**config.mk**
```make
export PLATFORM = sky130hd
export DESIGN_NAME = l1_parity_error_status
export DESIGN_NICKNAME = d
export VERILOG_FILES = /design/src/verilog/parity_status_pkg.sv /design/src/verilog/l1_parity_error_status.sv
export SDC_FILE = /design/constraint.sdc
export NUM_CORES = 1
export LEC_CHECK = 0
export BUFFER_PORTS_ARGS = -buffer_cell sky130_fd_sc_hd__buf_4
export CORE_MARGIN = 3
export CORE_UTILIZATION = 45
export CTS_CLUSTER_DIAMETER = 50
export DETAILED_ROUTE_END_ITERATION = 12
export GPL_ROUTABILITY_DRIVEN = 0
export PLACE_DENSITY = 0.79
export SETUP_SLACK_MARGIN = 0.15
export SLEW_MARGIN = 20
export SYNTH_ARGS = -nofsm -noshare
export SYNTH_HDL_FRONTEND = slang
export SYNTH_SLANG_ARGS = --single-unit
```
**constraint.sdc**
```tcl
create_clock -name clk -period 2 [get_ports clk]
set_input_delay 0.2 -clock clk [delete_from_list [all_inputs] [get_ports clk]]
set_output_delay 0.2 -clock clk [all_outputs]
set_load 0.005 [all_outputs]
```
**src/verilog/parity_status_pkg.sv**
```systemverilog
// Constants for the first-level memory parity error status block.
package parity_status_pkg;
   // ----------------------------------------------------------------
   // Register byte offsets
   // ----------------------------------------------------------------
   localparam logic [3:0] STATUS_OFS = 4'h0;
   localparam logic [3:0] EVENT_OFS = 4'h4;
   localparam logic [3:0] MASK_OFS = 4'h8;

   // ----------------------------------------------------------------
   // Status register bit positions
   // ----------------------------------------------------------------
   localparam int CORE_FETCH_ERR = 31;
   localparam int CORE_FETCH_IRQ_FLAG = 30;
   localparam int CORE_DATA_ERR = 29;
   localparam int CORE_DATA_IRQ_FLAG = 28;
   localparam int SYS_XFER_ERR = 27;
   localparam int SYS_XFER_IRQ_FLAG = 26;
   localparam int PROGMEM_FETCH_ERR = 7;
   localparam int ADDR_GEN_ONE_ERR = 6;
   localparam int ADDR_GEN_TWO_ERR = 5;
   localparam int SLAVE_PORT_TWO_ERR = 4;
   localparam int SLAVE_PORT_ONE_ERR = 3;
   localparam int ICACHE_ERR = 2;
   localparam int DATA_CACHE_ERR = 1;
   localparam int PROG_CACHE_ERR = 0;

   // Implemented bits; 25 down to 8 always read zero
   localparam logic [31:0] STATUS_IMPL_MASK = 32'hFC0000FF;
   // Interrupt flag bits, which may still set while the error is locked
   localparam logic [31:0] STATUS_IRQ_MASK = 32'h54000000;
   localparam logic [31:0] STATUS_RESET = 32'h00000000;

   // ----------------------------------------------------------------
   // Event and mask register layout
   // ----------------------------------------------------------------
   localparam int EVT_FETCH = 0;
   localparam int EVT_DATA = 1;
   localparam int EVT_SYS = 2;
   localparam int EVT_W = 3;
   localparam logic [2:0] EVT_RESET = 3'h0;
   localparam logic [2:0] MASK_RESET = 3'h0;
endpackage : parity_status_pkg

```
**src/verilog/l1_parity_error_status.sv**
```systemverilog
// Parity error status collector with Avalon-MM register slave.
//
// Function
// Capture parity errors of all memory read types
// Recorded error stays locked until fully cleared
// Writing zero to status clears all bits
// Handler software writes zero to stop repeats
// Same-cycle data-memory and program-memory: keep data-memory
// Same-cycle slave ports: keep first slave port
// Bits 31/30: instruction read error, interrupt
// Bits 29/28: core data read error, interrupt
// Bits 27/26: system transfer error, interrupt
// Interrupt flag sets only when latched by core
// Bit 7: program memory fetch error
// Bits 6/5: address generator one, two errors
// Bits 4/3: slave port two, one errors
// Bit 2: instruction cache read error
// Bits 1/0: data cache, program cache errors
// Summary and detail set together; 25:8 zero
// Core reset clears every status bit
`timescale 1ns/1ps
module l1_parity_error_status (
   // Clock and reset
   input wire logic clk,
   input wire logic rst_b,
   // Parity checker error strobes, one cycle each
   input wire logic progmem_fetch_err,
   input wire logic addr_gen_one_err,
   input wire logic addr_gen_two_err,
   input wire logic slave_port_one_err,
   input wire logic slave_port_two_err,
   input wire logic icache_err,
   input wire logic data_cache_err,
   input wire logic prog_cache_err,
   // Interrupt latch: parity interrupt latched for each category
   input wire logic fetch_irq_latched,
   input wire logic data_irq_latched,
   input wire logic sys_irq_latched,
   // Avalon-MM slave
   input wire logic [3:0] address,
   input wire logic read,
   input wire logic write,
   input wire logic [31:0] writedata,
   input wire logic [3:0] byteenable,
   output logic [31:0] readdata,
   output logic waitrequest,
   // Interrupt request to the core interrupt latch
   output logic parity_interrupt
);
   // ----------------------------------------------------------------
   // Declarations
   // ----------------------------------------------------------------
   logic [31:0] status_q;
   logic [31:0] status_d;
   logic [31:0] detect;
   logic [2:0] evt_q;
   logic [2:0] evt_d;
   logic [2:0] mask_q;
   logic [2:0] cat_err;
   logic [31:0] wmask;
   logic [31:0] rd_mux;
   logic wait_q;
   logic [31:0] rdata_q;
   logic irq_q;
   logic acc;
   logic wr_status;
   logic wr_event;
   logic wr_mask;
   logic clear_zero;
   logic capture;

   // ----------------------------------------------------------------
   // Bus decode
   // ----------------------------------------------------------------
   // A request is accepted in the cycle waitrequest is low
   assign acc = (read || write) && !wait_q;
   assign wr_status = acc && write && address == parity_status_pkg::STATUS_OFS;
   assign wr_event = acc && write && address == parity_status_pkg::EVENT_OFS;
   assign wr_mask = acc && write && address == parity_status_pkg::MASK_OFS;

   always_comb begin
      for (int i = 0; i < 4; i++) begin
         wmask[i*8 +: 8] = {8{byteenable[i]}};
      end
   end

   // Only a word whose enabled lanes are all zero counts as a clear
   assign clear_zero = wr_status && ((writedata & wmask) == 32'h00000000);

   // ----------------------------------------------------------------
   // Error detection with priorities
   // ----------------------------------------------------------------
   always_comb begin
      detect = 32'h00000000;
      detect[parity_status_pkg::PROGMEM_FETCH_ERR] = progmem_fetch_err;
      detect[parity_status_pkg::ICACHE_ERR] = icache_err;
      detect[parity_status_pkg::ADDR_GEN_ONE_ERR] = addr_gen_one_err;
      // Data-memory read wins over a simultaneous program-memory read
      detect[parity_status_pkg::ADDR_GEN_TWO_ERR] =
         addr_gen_two_err && !addr_gen_one_err;
      detect[parity_status_pkg::DATA_CACHE_ERR] = data_cache_err;
      detect[parity_status_pkg::PROG_CACHE_ERR] = prog_cache_err;
      detect[parity_status_pkg::SLAVE_PORT_ONE_ERR] =
         slave_port_one_err;
      // First slave port wins over a simultaneous second port
      detect[parity_status_pkg::SLAVE_PORT_TWO_ERR] =
         slave_port_two_err && !slave_port_one_err;
      cat_err[parity_status_pkg::EVT_FETCH] =
         progmem_fetch_err || icache_err;
      cat_err[parity_status_pkg::EVT_DATA] = addr_gen_one_err ||
         addr_gen_two_err || data_cache_err || prog_cache_err;
      cat_err[parity_status_pkg::EVT_SYS] =
         slave_port_one_err || slave_port_two_err;
      // Summary bit rides with its detail bit
      detect[parity_status_pkg::CORE_FETCH_ERR] =
         cat_err[parity_status_pkg::EVT_FETCH];
      detect[parity_status_pkg::CORE_DATA_ERR] =
         cat_err[parity_status_pkg::EVT_DATA];
      detect[parity_status_pkg::SYS_XFER_ERR] =
         cat_err[parity_status_pkg::EVT_SYS];
   end

   // Capture only while no error bit is held; a clear in the same cycle
   // still lets a fresh error in, so no event is lost
   assign capture = ((status_q & ~parity_status_pkg::STATUS_IRQ_MASK) ==
      32'h00000000) || clear_zero;

   // ----------------------------------------------------------------
   // Status register
   // ----------------------------------------------------------------
   always_comb begin
      status_d = clear_zero ? parity_status_pkg::STATUS_RESET
         : status_q;
      if (capture) begin
         status_d = status_d | detect;
      end
      // Flags follow the core latch, set wins over a clear
      if (fetch_irq_latched) begin
         status_d[parity_status_pkg::CORE_FETCH_IRQ_FLAG] = 1'b1;
      end
      if (data_irq_latched) begin
         status_d[parity_status_pkg::CORE_DATA_IRQ_FLAG] = 1'b1;
      end
      if (sys_irq_latched) begin
         status_d[parity_status_pkg::SYS_XFER_IRQ_FLAG] = 1'b1;
      end
      status_d = status_d & parity_status_pkg::STATUS_IMPL_MASK;
   end

   always_ff @(posedge clk) begin
      if (!rst_b) begin
         status_q <= parity_status_pkg::STATUS_RESET;
      end else begin
         status_q <= status_d;
      end
   end

   // ----------------------------------------------------------------
   // Event, mask and interrupt output
   // ----------------------------------------------------------------
   always_comb begin
      evt_d = evt_q;
      if (wr_event && byteenable[0]) begin
         evt_d = evt_q & ~writedata[2:0];
      end
      if (capture) begin
         evt_d = evt_d | cat_err;
      end
   end

   always_ff @(posedge clk) begin
      if (!rst_b) begin
         evt_q <= parity_status_pkg::EVT_RESET;
      end else begin
         evt_q <= evt_d;
      end
   end

   always_ff @(posedge clk) begin
      if (!rst_b) begin
         mask_q <= parity_status_pkg::MASK_RESET;
      end else if (wr_mask && byteenable[0]) begin
         mask_q <= writedata[2:0];
      end
   end

   // Registered level; lags the unmasked events (event and mask) by one cycle
   always_ff @(posedge clk) begin
      if (!rst_b) begin
         irq_q <= 1'b0;
      end else begin
         irq_q <= |(evt_q & mask_q);
      end
   end

   // ----------------------------------------------------------------
   // Bus answer
   // ----------------------------------------------------------------
   always_comb begin
      unique case (address)
         parity_status_pkg::STATUS_OFS: rd_mux = status_q;
         parity_status_pkg::EVENT_OFS: rd_mux = {29'h0, evt_q};
         parity_status_pkg::MASK_OFS: rd_mux = {29'h0, mask_q};
         default: rd_mux = 32'h00000000;
      endcase
   end

   // One wait cycle: waitrequest drops for one cycle per request
   always_ff @(posedge clk) begin
      if (!rst_b) begin
         wait_q <= 1'b1;
      end else begin
         wait_q <= !((read || write) && wait_q);
      end
   end

   always_ff @(posedge clk) begin
      if (!rst_b) begin
         rdata_q <= 32'h00000000;
      end else if (read && wait_q) begin
         rdata_q <= rd_mux;
      end
   end

   assign readdata = rdata_q;
   assign waitrequest = wait_q;
   assign parity_interrupt = irq_q;
endmodule : l1_parity_error_status

```
Yosys cells after proc, flatten, opt, wreduce, memory -nomap -nowiden
Cells that the tools add are included.
{"block": "classes", "shifts": 0, "reduce_logical": 27, "mul": 0, "add_sub_neg": 0, "div_mod_pow": 0, "mux": 8, "n_eq_ne": 2, "n_bitwise": 6, "order_cmp": 0}
{"cell": "$pmux W32 S3", "count": 1}
{"cell": "$logic_not A32 Y1", "count": 2}
{"cell": "$mux W32", "count": 2}
{"cell": "$and A32 B32 Y32", "count": 1}
{"cell": "$or A32 B32 Y32", "count": 1}
{"cell": "$logic_and A1 B1 Y1", "count": 12}
{"cell": "$logic_or A1 B1 Y1", "count": 7}
{"cell": "$and A3 B3 Y3", "count": 2}
{"cell": "$mux W3", "count": 2}
{"cell": "$eq A4 B3 Y1 const B", "count": 1}
{"cell": "$eq A4 B4 Y1 const B", "count": 1}
{"cell": "$logic_not A1 Y1", "count": 4}
{"cell": "$logic_not A4 Y1", "count": 1}
{"cell": "$mux W1", "count": 3}
{"cell": "$not A3 Y3", "count": 1}
{"cell": "$or A3 B3 Y3", "count": 1}
{"cell": "$reduce_or A3 Y1", "count": 1}
{"block": "word_totals", "inputBits": 55, "mem_bits_ro": 0, "latch_bits": 0, "reg_bits": 72, "n_memories": 0, "out_inout_bits": 34, "ramBits": 0, "elab_cells": 50}

Depth between registers and ports, before layout
Gate-level depths: netlist of run 1.
{"block": "depth", "ltp_word": 9, "depth_mapped": 6, "mapped_depth_nobuf": 5}

Worst setup path before layout of run 1
OpenSTA, ideal clock, no wires.
{"block": "synth_path", "path_type": "in2reg", "startpoint": "input writedata[24]", "endpoint": "register status_q[4]", "required_ps": 1938, "path_slack_ps": 458, "stages": 5, "n_path_buf": 0, "arrival_ps": 1480, "setup_time_ps": 62, "cell_sequence": "nor4_1 -> nand2_1 -> a221o_1 -> o31ai_4 -> a32o_1"}
{"block": "synth_via", "elab_chain_cells": 6, "elab_cells_between_ends": 7, "cone_classes": "mux: 2; bitwise: 2; reduce/logical: 3"}
{"item": "start, declared", "line_no": "l1_parity_error_status.sv:43", "text": "input wire logic [31:0] writedata,"}
{"item": "$and A32 B32 Y32 (*)", "line_no": "l1_parity_error_status.sv:88", "text": "assign clear_zero = wr_status && ((writedata & wmask) == 32'h00000000);"}
{"item": "$logic_not A32 Y1 (*)", "line_no": "l1_parity_error_status.sv:88"}
{"item": "$logic_and A1 B1 Y1 (*)", "line_no": "l1_parity_error_status.sv:88"}
{"item": "$mux W32", "line_no": "l1_parity_error_status.sv:132", "text": "status_d = clear_zero ? parity_status_pkg::STATUS_RESET"}
{"item": "$or A32 B32 Y32", "line_no": "l1_parity_error_status.sv:135", "text": "status_d = status_d | detect;"}
{"item": "$mux W32 (*)", "line_no": "l1_parity_error_status.sv:134", "text": "if (capture) begin"}
{"item": "end signal, assigned", "line_no": "l1_parity_error_status.sv:152", "text": "status_q <= parity_status_pkg::STATUS_RESET;"}
{"item": "end signal, assigned", "line_no": "l1_parity_error_status.sv:154", "text": "status_q <= status_d;"}
{"item": "end, declared", "line_no": "l1_parity_error_status.sv:53", "text": "logic [31:0] status_q;"}
Mark *: on every way between the ends. The rest lies on a longest branch, timed or not.
A chain may end at the register's enable or synchronous reset.

Worst setup path after layout of run 1
{"block": "layout_path", "startpoint": "register wait_q, in the netlist waitrequest", "endpoint": "register status_q[4]"}
{"block": "layout_via", "elab_chain_cells": 8, "elab_cells_between_ends": 9, "cone_classes": "mux: 2; bitwise: 1; reduce/logical: 6"}
{"item": "start, declared", "line_no": "l1_parity_error_status.sv:62", "text": "logic wait_q;"}
{"item": "start signal, assigned", "line_no": "l1_parity_error_status.sv:213", "text": "wait_q <= !((read || write) && wait_q);"}
{"item": "$logic_not A1 Y1 (*)", "line_no": "l1_parity_error_status.sv:76", "text": "assign acc = (read || write) && !wait_q;"}
{"item": "$logic_and A1 B1 Y1 (*)", "line_no": "l1_parity_error_status.sv:76"}
{"item": "$logic_and A1 B1 Y1 (*) (2 in series)", "line_no": "l1_parity_error_status.sv:77", "text": "assign wr_status = acc && write && address == parity_status_pkg::STATUS_OFS;"}
{"item": "$logic_and A1 B1 Y1 (*)", "line_no": "l1_parity_error_status.sv:88"}
{"item": "$mux W32", "line_no": "l1_parity_error_status.sv:132"}
{"item": "$or A32 B32 Y32", "line_no": "l1_parity_error_status.sv:135"}
{"item": "$mux W32 (*)", "line_no": "l1_parity_error_status.sv:134"}
Marked as above.

==> results of run 1 <==
through the flow:
| stage | utilization | cells |
|---|---|---|
| 2_1_floorplan | - | 217 |
| 3_3_place_gp | 0.635 | 310 |
| 3_5_place_dp | 0.635 | 310 |
| 4_1_cts | 0.666 | 318 |
| 5_1_grt | 0.666 | 318 |
| 6_report | 0.666 | 318 |
registers in the layout, summed over array words and instances, names as in the netlist:
signal and flops:
readdata 14, status_q 14, evt_q 3, mask_q 3
parity_interrupt 1, waitrequest 1
metal layers:
layer  vias to the layer above  part of all wire  GRT usage
met5                         -                 0          0
met3                        12             0.075     0.0509
li1                        831                 -          -
met1                       756              0.43      0.240
met2                        57              0.47      0.297
met4                         0             0.018     0.0670
synthesized netlist by cell type (all sizes together):
cell	count	area [um2]
nand3	14	70.1
dfxtp	36	721
o31a	2	17.5
nor2	6	25.0
nor3	4	20.0
o211ai	1	7.51
and4	1	8.76
or2	4	25.0
and2	5	31.3
nand2	27	101
a31oi	2	12.5
a22oi	3	22.5
mux2	3	33.8
a221o	1	10.0
a22o	6	52.6
o311a	1	10.0
or4	1	7.51
a21oi	13	65.1
inv	3	11.3
o21a	2	15.0
and3	2	12.5
buf	19	139
o21ai	9	45.0
a32o	2	20.0
a221oi	1	15.0
clkbuf	8	30.0
nor2b	1	6.26
conb	1	3.75
a222oi	1	10.0
nor4	11	83.8
o31ai	2	28.8
a21boi	5	37.5
mux2i	3	30.0
power by group through the flow:
stage / clock network, mW / registers, mW / logic [mW]
floorplan: 0 / 0.915 / 0.377
global placement: 0 / 0.951 / 0.491
detailed placement: 0 / 0.949 / 0.500
CTS: 0.631 / 0.935 / 0.501
global route: 0.658 / 0.956 / 0.564
finish: 0.620 / 0.938 / 0.500
area by class of cell:
type	count	area (um2)
flip-flops and latches	36	721
multi-input cells	151	892
clock buffers	6	72.6
repair buffers	74	556
inverters	3	11.3
well taps	46	57.6
clock inverters	2	35.0
fillers	305	1180
worst max path at each step:
stage	from	end	slack, ns
after floorplan	writedata[24]	status_q[4]	0.46
after global placement	writedata[24]	status_q[5]	0.20
after detailed placement	writedata[28]	status_q[4]	0.19
after CTS	waitrequest	status_q[4]	0.34
after global routing	waitrequest	status_q[4]	0.23
final	waitrequest	status_q[4]	0.33
cells by family (layout without fill, tap and decap cells):
logic type | Yosys count | in the layout | synth area share
AOI/OAI and AO/OA | 51 | 51 | 0.213
buffers and inverters | 30 | 85 | 0.104
DFF | 36 | 36 | 0.417
muxes | 6 | 6 | 0.0369
other | 1 | 18 | 0.00217
and+or+nand+nor | 76 | 76 | 0.226
tightest hold or removal path, cell delays in order:
cell and delay (ns):
buf_4 0.07, nand2_1 0.04, o21ai_1 0.06
==> metrics.log, run 1 <==
[metrics] post-cts resize count: 0
[metrics] chain of cells forming the critical path: nor2b_1, nand2_1, or2_1, o31ai_4, a32o_1
[metrics] count of routing violations after the opening detailed-route iteration: approximately 110
[metrics] power density normalized to cell area: 877 nW/um2
[metrics] run status: finished clean
[metrics] Max stage delay cell, worst path: o31ai_4
[metrics] top library cells by usage in the layout, fill and taps aside: buf_4 (74), dfxtp_1 (36), nand2_1 (27)
[metrics] wire length after detailed routing: 4.11 mm
[metrics] post-route standard cell area excluding fillers: between 2000 and 2500 um2
[metrics] Die W: 68.0 um
[metrics] register area share after synthesis: 0.417
[metrics] total setup violations reported at the end of the flow: 0
[metrics] count of buffering cells on the critical path with inverters included: 0
[metrics] number of antenna violations at the first check in global routing: 0
[metrics] mean post-synth cell area: 8.65 um2
[metrics] count of cell instances traversed by the critical path: 5
[metrics] I/O pin cnt: 89
[metrics] path category of the worst min-delay check: input pin to flop
[metrics] Root Buffer: clkbuf_8
[metrics] biggest cell delay along the critical path: 0.41 ns
[metrics] Placement Rows: 21
[metrics] clock network fraction of design power: 0.301
[metrics] portion of total power attributed to sequential cells: 0.456
[metrics] cell internal pwr: approximately 1.5 mW
[metrics] setup slack of the most critical reg-to-reg path: 0.33 ns
[metrics] kind of end point of the critical path: flop
[metrics] total negative slack: 0 ns
[metrics] number of library cell types mapped by synthesis: 41
[metrics] Worst Hold Endpoint: status_q[28]
[metrics] Worst R2R Start: waitrequest
[metrics] largest net degree at the start of global routing: 19
[metrics] Tightest Pin Transition: 0.566 ns
[metrics] maximum clock insertion buffer count: 2
[metrics] number of buffers inserted by hold repair at cts: 0
[metrics] ratio of final minimum period to clock period: 0.835
[metrics] Syn. warnings: 0
[metrics] average wire length per cell after detail routing: 12.9 um
[metrics] arrival time of data at the critical path endpoint: ~1.9 ns
[metrics] pre-CTS setup slack: 0.186 ns
[metrics] number of global-route vias before repair: approximately 1500
[metrics] Max Fanout on Critical Path: 8
[metrics] most common cell after layout, fill and taps aside: buf_4
[metrics] vertical extent of the die: around 70 um
[metrics] classification of the worst setup path: flop to flop
[metrics] Port Buffers: 70
[metrics] Max Clock Skew: 0.00527 ns
[metrics] net load switching power: between 500 and 600 uW
[metrics] required time at the worst-slack endpoint: about 2.2 ns
[metrics] DRT antenna net count: 0
[metrics] clock tree from TritonCTS: built
[metrics] standby leakage power: around 1 nW
[metrics] aggregate global-route resource usage: 0.186
[metrics] Clk Latency, worst-skew pair: between 0.2 and 0.3 ns
[metrics] via density per instance: 5.21
[metrics] number of cells traversed by the worst hold path: 3
[metrics] via total after detailed routing: ~1700
[metrics] Fin. Hold Viols: 0
[metrics] kind of cell adding the most delay to the critical path: simple AND/OR/NAND/NOR gates
[metrics] # nets final: approximately 330
[metrics] Cells after Synth: 200
[metrics] HPWL after detailed placement: ~3.3 mm
[metrics] slack of the critical path: approximately 0.33 ns
[metrics] starting utilization of the core area: 0.491
[metrics] global-route wire length before repair: ~6.5 mm
[metrics] number of H-tree branching levels: 2
[metrics] grt total ovfl: 0
[metrics] synthesized flop and latch total: 36
[metrics] min Tclk post-route: between 1.5 and 2 ns
[metrics] startpoint kind of the worst setup timing path: flop
[metrics] max_slew headroom: 0.623
[metrics] count of inserted antenna diode cells: 0
[metrics] clock slew at reported path FFs: around 0.070 ns
[metrics] cell area reported after detailed placement: approximately 2200 um2
[metrics] worst hold slack across all endpoints: about 0.11 ns
[metrics] area growth from synthesis to layout: 35.6%
[metrics] Max-Cap Viols: 0
[metrics] highest clock frequency the design can meet: ~600 MHz
[metrics] Slew Limit Fails: 0
[metrics] die area: roughly 4600 um2
[metrics] drt drc: 0
[metrics] depth of the worst register-to-register path: 5
[metrics] proportion of power drawn by combinational gates: 0.243
[metrics] power consumption: slightly above 2 mW
[metrics] area of the mapped netlist: between 1500 and 2000 um2
[metrics] critical hold path startpoint: data_irq_latched
[metrics] worst voltage drop across the vdd grid: around 0.00063 V
[metrics] post-CTS setup repair buffer count: 0
[metrics] unrepaired setup endpoints after global routing: false
[metrics] share of post-route cells with drive strength above 1: 0.331
[metrics] sw frac: 0.283
[metrics] Num CTS Buffers: 5
[metrics] Pre-Repair DR Iteration Count: 4
[metrics] core outline area: roughly 3500 um2
[metrics] clock sink count: 36
[metrics] worst reg2reg path endpoint: status_q[4]
(Power assumes the default switching activity.)
==> run 2: changes to the inputs <==
--- a/config.mk
+++ b/config.mk
@@ -7,11 +7,11 @@
 export LEC_CHECK = 0
 export BUFFER_PORTS_ARGS = -buffer_cell sky130_fd_sc_hd__buf_4
 export CORE_MARGIN = 3
-export CORE_UTILIZATION = 45
+export CORE_UTILIZATION = 40
 export CTS_CLUSTER_DIAMETER = 50
 export DETAILED_ROUTE_END_ITERATION = 12
 export GPL_ROUTABILITY_DRIVEN = 0
-export PLACE_DENSITY = 0.79
+export PLACE_DENSITY = 0.75
 export SETUP_SLACK_MARGIN = 0.15
 export SLEW_MARGIN = 20
 export SYNTH_ARGS = -nofsm -noshare
==> constraint.sdc (replaced) <==
create_clock -name clk -period 1.4 [get_ports clk]
set_input_delay 0.14 -clock clk [delete_from_list [all_inputs] [get_ports clk]]
set_output_delay 0.14 -clock clk [all_outputs]
set_load 0.005 [all_outputs]
==> run 2 against run 1 <==
Compared with the run above:
- clock skew decreased by 0.0027 ns
- clock-buffer cell count is 1 higher
- die area grew 11%
- critical path depth is 1 higher
- routed wire length grew 23%
- critical endpoint is now status_q[5]
- sequential power increased by 45%
- total power up 52%
- clock power grew 30%
- highest routed layer unchanged
==> metrics.log, run 2 (synthesis results as in run 1) <==
[metrics] I/O pin cnt: 89 (unchanged)
[metrics] clock slew at reported path FFs: 0.07 ns (about the same)
[metrics] Clk Latency, worst-skew pair: 0.30 ns (+0.02 ns)
[metrics] number of cells traversed by the worst hold path: 3 (unchanged)
[metrics] total setup violations reported at the end of the flow: 0 (unchanged)
[metrics] Port Buffers: 70 (unchanged)
[metrics] kind of end point of the critical path: flop
[metrics] critical hold path startpoint: fetch_irq_latched
[metrics] startpoint kind of the worst setup timing path: flop
[metrics] HPWL after detailed placement: 3.80 mm (+16%)
[metrics] standby leakage power: 1.11 nW (+12%)
[metrics] Die W: 71.8 um (+5.5%)
[metrics] power density normalized to cell area: 1200 nW/um2 (+36%)
[metrics] top library cells by usage in the layout, fill and taps aside: buf_4 (91), dfxtp_1 (33), nand2_1 (24)
[metrics] core outline area: 4090 um2 (+16%)
[metrics] min Tclk post-route: 1.36 ns (-0.310 ns)
[metrics] Worst R2R Start: status_q[0]
[metrics] ratio of final minimum period to clock period: 0.971 (+0.137)
[metrics] worst voltage drop across the vdd grid: 0.000728 V (+16%)
[metrics] run status: finished clean
[metrics] path category of the worst min-delay check: input pin to flop
[metrics] starting utilization of the core area: 0.423 (-0.0680)
[metrics] met2 wirelength from detailed routing: 2.57 mm (+32%)
[metrics] total negative slack: 0 ns (unchanged)
[metrics] area growth from synthesis to layout: 51.6%
[metrics] Pre-Repair DR Iteration Count: 4 (unchanged)
[metrics] Root Buffer: clkbuf_8
[metrics] unrepaired setup endpoints after global routing: true
[metrics] classification of the worst setup path: flop to flop
[metrics] most common cell after layout, fill and taps aside: buf_4
[metrics] # nets final: 346 (+6.1%)
[metrics] number of global-route vias before repair: 1706 (+15%)
[metrics] via total after detailed routing: 1782 (+7.6%)
[metrics] clock tree from TritonCTS: built
[metrics] Max Fanout on Critical Path: 8 (unchanged)
[metrics] highest clock frequency the design can meet: 735 MHz (+23%)
[metrics] setup slack of the most critical reg-to-reg path: 0.04 ns (-0.29 ns)
[metrics] post-route standard cell area excluding fillers: 2620 um2 (+12%)
[metrics] depth of the worst register-to-register path: 6 (+1)
[metrics] Worst Hold Endpoint: status_q[30]
[metrics] die area: 5150 um2 (+11%)
[metrics] count of routing violations after the opening detailed-route iteration: 68 (-36%)
[metrics] required time at the worst-slack endpoint: 1.64 ns (-0.59 ns)
[metrics] clock sink count: 36 (unchanged)
[metrics] cell area reported after detailed placement: 2400 um2 (+7.3%)
[metrics] wire length on met3: 299 um (-3.2%)
[metrics] Num CTS Buffers: 5 (unchanged)
[metrics] count of inserted antenna diode cells: 0 (unchanged)
[metrics] Placement Rows: 23 (+9.5%)
[metrics] met1 layer wirelength in the final routing: 2.11 mm (+19%)
[metrics] number of antenna violations at the first check in global routing: 0 (unchanged)
[metrics] Slew Limit Fails: 0 (unchanged)
[metrics] highest routed metal layer: met4
[metrics] global-route wire length before repair: 7.65 mm (+17%)
[metrics] via density per instance: 5.23 (+0.35%)
[metrics] aggregate global-route resource usage: 0.191 (+0.00420)
[metrics] wire length after detailed routing: 5.04 mm (+23%)
[metrics] vertical extent of the die: 71.8 um (+5.5%)
[metrics] average wire length per cell after detail routing: 14.8 um (+14%)
[metrics] Max-Cap Viols: 0 (unchanged)
[metrics] largest net degree at the start of global routing: 17 (-2)
[metrics] power consumption: 3.14 mW (+52%)
[metrics] arrival time of data at the critical path endpoint: 1.60 ns (-0.30 ns)
[metrics] worst reg2reg path endpoint: status_q[5]
[metrics] final design utilization: 0.641 (-0.0245)
[metrics] DRT antenna net count: 0 (unchanged)
[metrics] Max Clock Skew: 0.00256 ns (-0.00271 ns)
[metrics] number of H-tree branching levels: 2 (unchanged)
[metrics] share of post-route cells with drive strength above 1: 0.454 (+0.123)
[metrics] drt drc: 0 (unchanged)
[metrics] grt total ovfl: 0 (unchanged)
[metrics] maximum clock insertion buffer count: 2 (unchanged)
[metrics] Fin. Hold Viols: 0 (unchanged)
## run 2: how the worst max path moves through the flow
stage                        startpoint  slack, ns  cells after the start           to
after detailed placement  writedata[28]      -0.31                      6  status_q[5]
after global placement    writedata[28]      -0.28                      6  status_q[5]
after global routing      writedata[12]     -0.009                      7  status_q[4]
after CTS                   waitrequest       0.06                      6     evt_q[2]
final                       status_q[0]       0.04                      6  status_q[5]
after floorplan           writedata[24]      -0.07                      5  status_q[5]
## run 2: per-stage QoR
step	hold WS, ns	setup slack (ns)	std cells
CTS	0.0490	0.0636	341
finish	0.0513	0.0400	341
detailed placement	0.357	-0.312	331
global route	0.0601	-0.00887	341
global placement	0.349	-0.277	331
floorplan	0.255	-0.0664	217
## run 2: worst max-delay path: stages (launching register included)
cell	delay, ns
dfxtp_2	0.33
nor4_2	0.27
and3_1	0.25
nand2_2	0.08
o31ai_4	0.06
buf_6	0.16
a32o_1	0.15
## run 2: where the power goes
group          internal, mW  switching, mW
logic                 0.546          0.427
clock network         0.438          0.369
registers              1.21          0.152
## run 2: layout make-up
class	instances	area [um2]
timing repair buffer	94	717
sequential	36	724
inverter	3	11.3
fill	369	1470
tap	50	62.6
clock buffer	7	96.3
multi-input combinational	151	1010
## run 2: routing by layer
metal,vias to the layer above,track usage
li1,868,-
met1,859,0.229
met4,0,0.0919
met3,6,0.0393
met2,49,0.323
met5,-,0
## run 2: repair_timing
item / in CTS / in global routing
endpoints found under the setup margin: 17 / 21
setup buffers: 3 / 0
hold buffers: 0 / 0
pin swaps: 16 / 21
resized for setup: 14 / 18
==> run 3: changes to the inputs <==
--- a/config.mk
+++ b/config.mk
@@ -7,11 +7,11 @@
 export LEC_CHECK = 0
 export BUFFER_PORTS_ARGS = -buffer_cell sky130_fd_sc_hd__buf_4
 export CORE_MARGIN = 3
-export CORE_UTILIZATION = 40
+export CORE_UTILIZATION = 48
 export CTS_CLUSTER_DIAMETER = 50
 export DETAILED_ROUTE_END_ITERATION = 12
 export GPL_ROUTABILITY_DRIVEN = 0
-export PLACE_DENSITY = 0.75
+export PLACE_DENSITY = 0.84
 export SETUP_SLACK_MARGIN = 0.15
 export SLEW_MARGIN = 20
 export SYNTH_ARGS = -nofsm -noshare
==> constraint.sdc (replaced) <==
create_clock -name clk -period 1.6 [get_ports clk]
set_input_delay 0.16 -clock clk [delete_from_list [all_inputs] [get_ports clk]]
set_output_delay 0.16 -clock clk [all_outputs]
set_load 0.005 [all_outputs]
==> run 3 against run 2 <==
Compared with the run above:
- combinational power is 21% lower
- first-iteration DRC count grew 40%
- clock skew grew 0.0076 ns
- register-to-register slack improved by 0.15 ns
- final area is 2.9% lower
- cell count down 1.5%
- via count down 2.5%
- setup slack better by 0.15 ns
- non-clock buffer count decreased by 2
- largest cell class unchanged
==> metrics.log, run 3 (synthesis results as in run 1) <==
[metrics] run status: finished clean
[metrics] cell area reported after detailed placement: 2390 um2 (-0.52%)
[metrics] min Tclk post-route: 1.41 ns (+0.0472 ns)
[metrics] Worst R2R Start: status_q[5]
[metrics] setup slack of the most critical reg-to-reg path: 0.19 ns (+0.15 ns)
[metrics] die area: 4360 um2 (-15%)
[metrics] kind of end point of the critical path: flop
[metrics] most common cell after layout, fill and taps aside: buf_4
[metrics] classification of the worst setup path: flop to flop
[metrics] depth of the worst register-to-register path: 6 (unchanged)
[metrics] clock slew at reported path FFs: 0.11 ns (+0.04 ns)
[metrics] I/O pin cnt: 89 (unchanged)
[metrics] grt total ovfl: 0 (unchanged)
[metrics] Die W: 66.0 um (-8.0%)
[metrics] Max Fanout on Critical Path: 8 (unchanged)
[metrics] slack of the critical path: 0.193 ns (+0.153 ns)
[metrics] Port Buffers: 70 (unchanged)
[metrics] pre-CTS setup slack: -0.121 ns (+0.191 ns)
[metrics] largest net degree at the start of global routing: 19 (+2)
[metrics] # nets final: 344 (-0.58%)
[metrics] ratio of final minimum period to clock period: 0.879 (-0.0920)
[metrics] top library cells by usage in the layout, fill and taps aside: buf_4 (91), dfxtp_1 (35), nand2_1 (26)
[metrics] Clk Latency, worst-skew pair: 0.33 ns (+0.03 ns)
[metrics] arrival time of data at the critical path endpoint: 1.69 ns (+0.09 ns)
[metrics] number of H-tree branching levels: 2 (unchanged)
[metrics] number of buffers inserted by hold repair at cts: 0 (unchanged)
[metrics] Placement Rows: 21 (-8.7%)
[metrics] Worst Hold Endpoint: waitrequest
[metrics] via total after detailed routing: 1738 (-2.5%)
[metrics] share of post-route cells with drive strength above 1: 0.414 (-0.0398)
[metrics] critical hold path startpoint: read
[metrics] unrepaired setup endpoints after global routing: true
[metrics] Num CTS Buffers: 5 (unchanged)
[metrics] global-route wire length before repair: 7.67 mm (+0.17%)
[metrics] total setup violations reported at the end of the flow: 0 (unchanged)
[metrics] DRT antenna net count: 0 (unchanged)
[metrics] Fin. Hold Viols: 0 (unchanged)
[metrics] worst voltage drop across the vdd grid: 0.000804 V (+10%)
[metrics] power density normalized to cell area: 1050 nW/um2 (-12%)
[metrics] clock sink count: 36 (unchanged)
[metrics] Root Buffer: clkbuf_4
[metrics] startpoint kind of the worst setup timing path: flop
[metrics] post-route standard cell area excluding fillers: 2540 um2 (-2.9%)
[metrics] wire length after detailed routing: 4.69 mm (-7.0%)
[metrics] path category of the worst min-delay check: input pin to flop
[metrics] Slew Limit Fails: 0 (unchanged)
[metrics] standby leakage power: 1.10 nW (-1.5%)
[metrics] required time at the worst-slack endpoint: 1.88 ns (+0.24 ns)
[metrics] Max Clock Skew: 0.0101 ns (+0.00757 ns)
[metrics] number of antenna violations at the first check in global routing: 0 (unchanged)
[metrics] drt drc: 0 (unchanged)
[metrics] area growth from synthesis to layout: 47.2%
[metrics] count of routing violations after the opening detailed-route iteration: 95 (+40%)
[metrics] max_slew headroom: 0.617
[metrics] maximum clock insertion buffer count: 2 (unchanged)
[metrics] vertical extent of the die: 66.0 um (-8.0%)
[metrics] Tightest Pin Transition: 0.574 ns
[metrics] clock tree from TritonCTS: built
[metrics] count of inserted antenna diode cells: 0 (unchanged)
[metrics] worst reg2reg path endpoint: status_q[4]
[metrics] number of global-route vias before repair: 1722 (+0.94%)
[metrics] worst hold slack across all endpoints: 0.0315 ns (-0.0198 ns)
[metrics] total negative slack: 0 ns (unchanged)
[metrics] HPWL after detailed placement: 3.65 mm (-4.0%)
[metrics] aggregate global-route resource usage: 0.226 (+0.0353)
[metrics] core outline area: 3420 um2 (-16%)
[metrics] highest clock frequency the design can meet: 711 MHz (-3.4%)
[metrics] number of cells traversed by the worst hold path: 2 (-1)
[metrics] power consumption: 2.67 mW (-15%)
[metrics] Max-Cap Viols: 0 (unchanged)
[metrics] starting utilization of the core area: 0.506 (+0.0831)
[metrics] via density per instance: 5.17 (-1.0%)
[metrics] average wire length per cell after detail routing: 13.9 um (-5.7%)
[metrics] Pre-Repair DR Iteration Count: 4 (unchanged)
run 3: cell types whose count changed in the layout (fill, tap and decap cells not counted), moves of 2 or more:
cell	previous run	this run
clkbuf_4	0	5
clkbuf_8	7	2
o21ai_0	2	6
buf_6	3	1
dfxtp_1	33	35
dfxtp_2	3	1
nand2_1	24	26
nand2_2	3	1
nor4_1	3	5
o21ai_1	5	3
o21ai_2	2	0
run 3: cell type report:
cell class / instances / area (um2)
inverter: 3 / 11.3
multi-input combinational: 151 / 965
clock buffer: 7 / 65.1
tap: 46 / 57.6
clock inverter: 1 / 30.0
fill: 261 / 871
timing repair buffer: 92 / 694
sequential: 36 / 722
run 3: critical path: stages, from the launching register on:
cell and delay (ns):
dfxtp_1 0.36, nor4_2 0.29, and3_1 0.23, nand2_1 0.10, o31ai_4 0.07, buf_6 0.15
a32o_1 0.15
run 3: worst max path at each step:
stage / start / to / slack (ns) / cells after the start
6_report: status_q[5] / status_q[4] / 0.19 / 6
5_1_grt: status_q[5] / status_q[4] / 0.09 / 6
4_1_cts: waitrequest / evt_q[2] / 0.16 / 6
3_5_place_dp: writedata[4] / status_q[5] / -0.12 / 6
3_3_place_gp: writedata[4] / status_q[5] / -0.13 / 6
2_1_floorplan: writedata[24] / status_q[5] / 0.11 / 5
run 3: timing repair:
item                       4_1_cts  5_1_grt
setup endpoints to repair       17       15
gates cloned                     0        0
buffers inserted                 1        1
gates resized for setup          4       10
pin swaps                        1        1
run 3: report_power, final:
group / total, mW / switching, mW / internal [mW]
registers: 1.19 / 0.138 / 1.05
logic: 0.770 / 0.329 / 0.441
clock network: 0.712 / 0.297 / 0.415
total: 2.67 / 0.765 / 1.90
run 3: through the flow:
step	utilization	cells
2_1_floorplan	-	217
6_report	0.745	336
3_5_place_dp	0.699	326
4_1_cts	0.732	335
5_1_grt	0.745	336
3_3_place_gp	0.699	326
run 3: per-layer routing:
metal / global-route usage / vias up / wire length [um]
li1: - / 873 / -
met2: 0.401 / 55 / 2460
met3: 0.0510 / 4 / 240
met4: 0.0584 / 0 / 39
met1: 0.274 / 806 / 1940
met5: 0 / - / 0
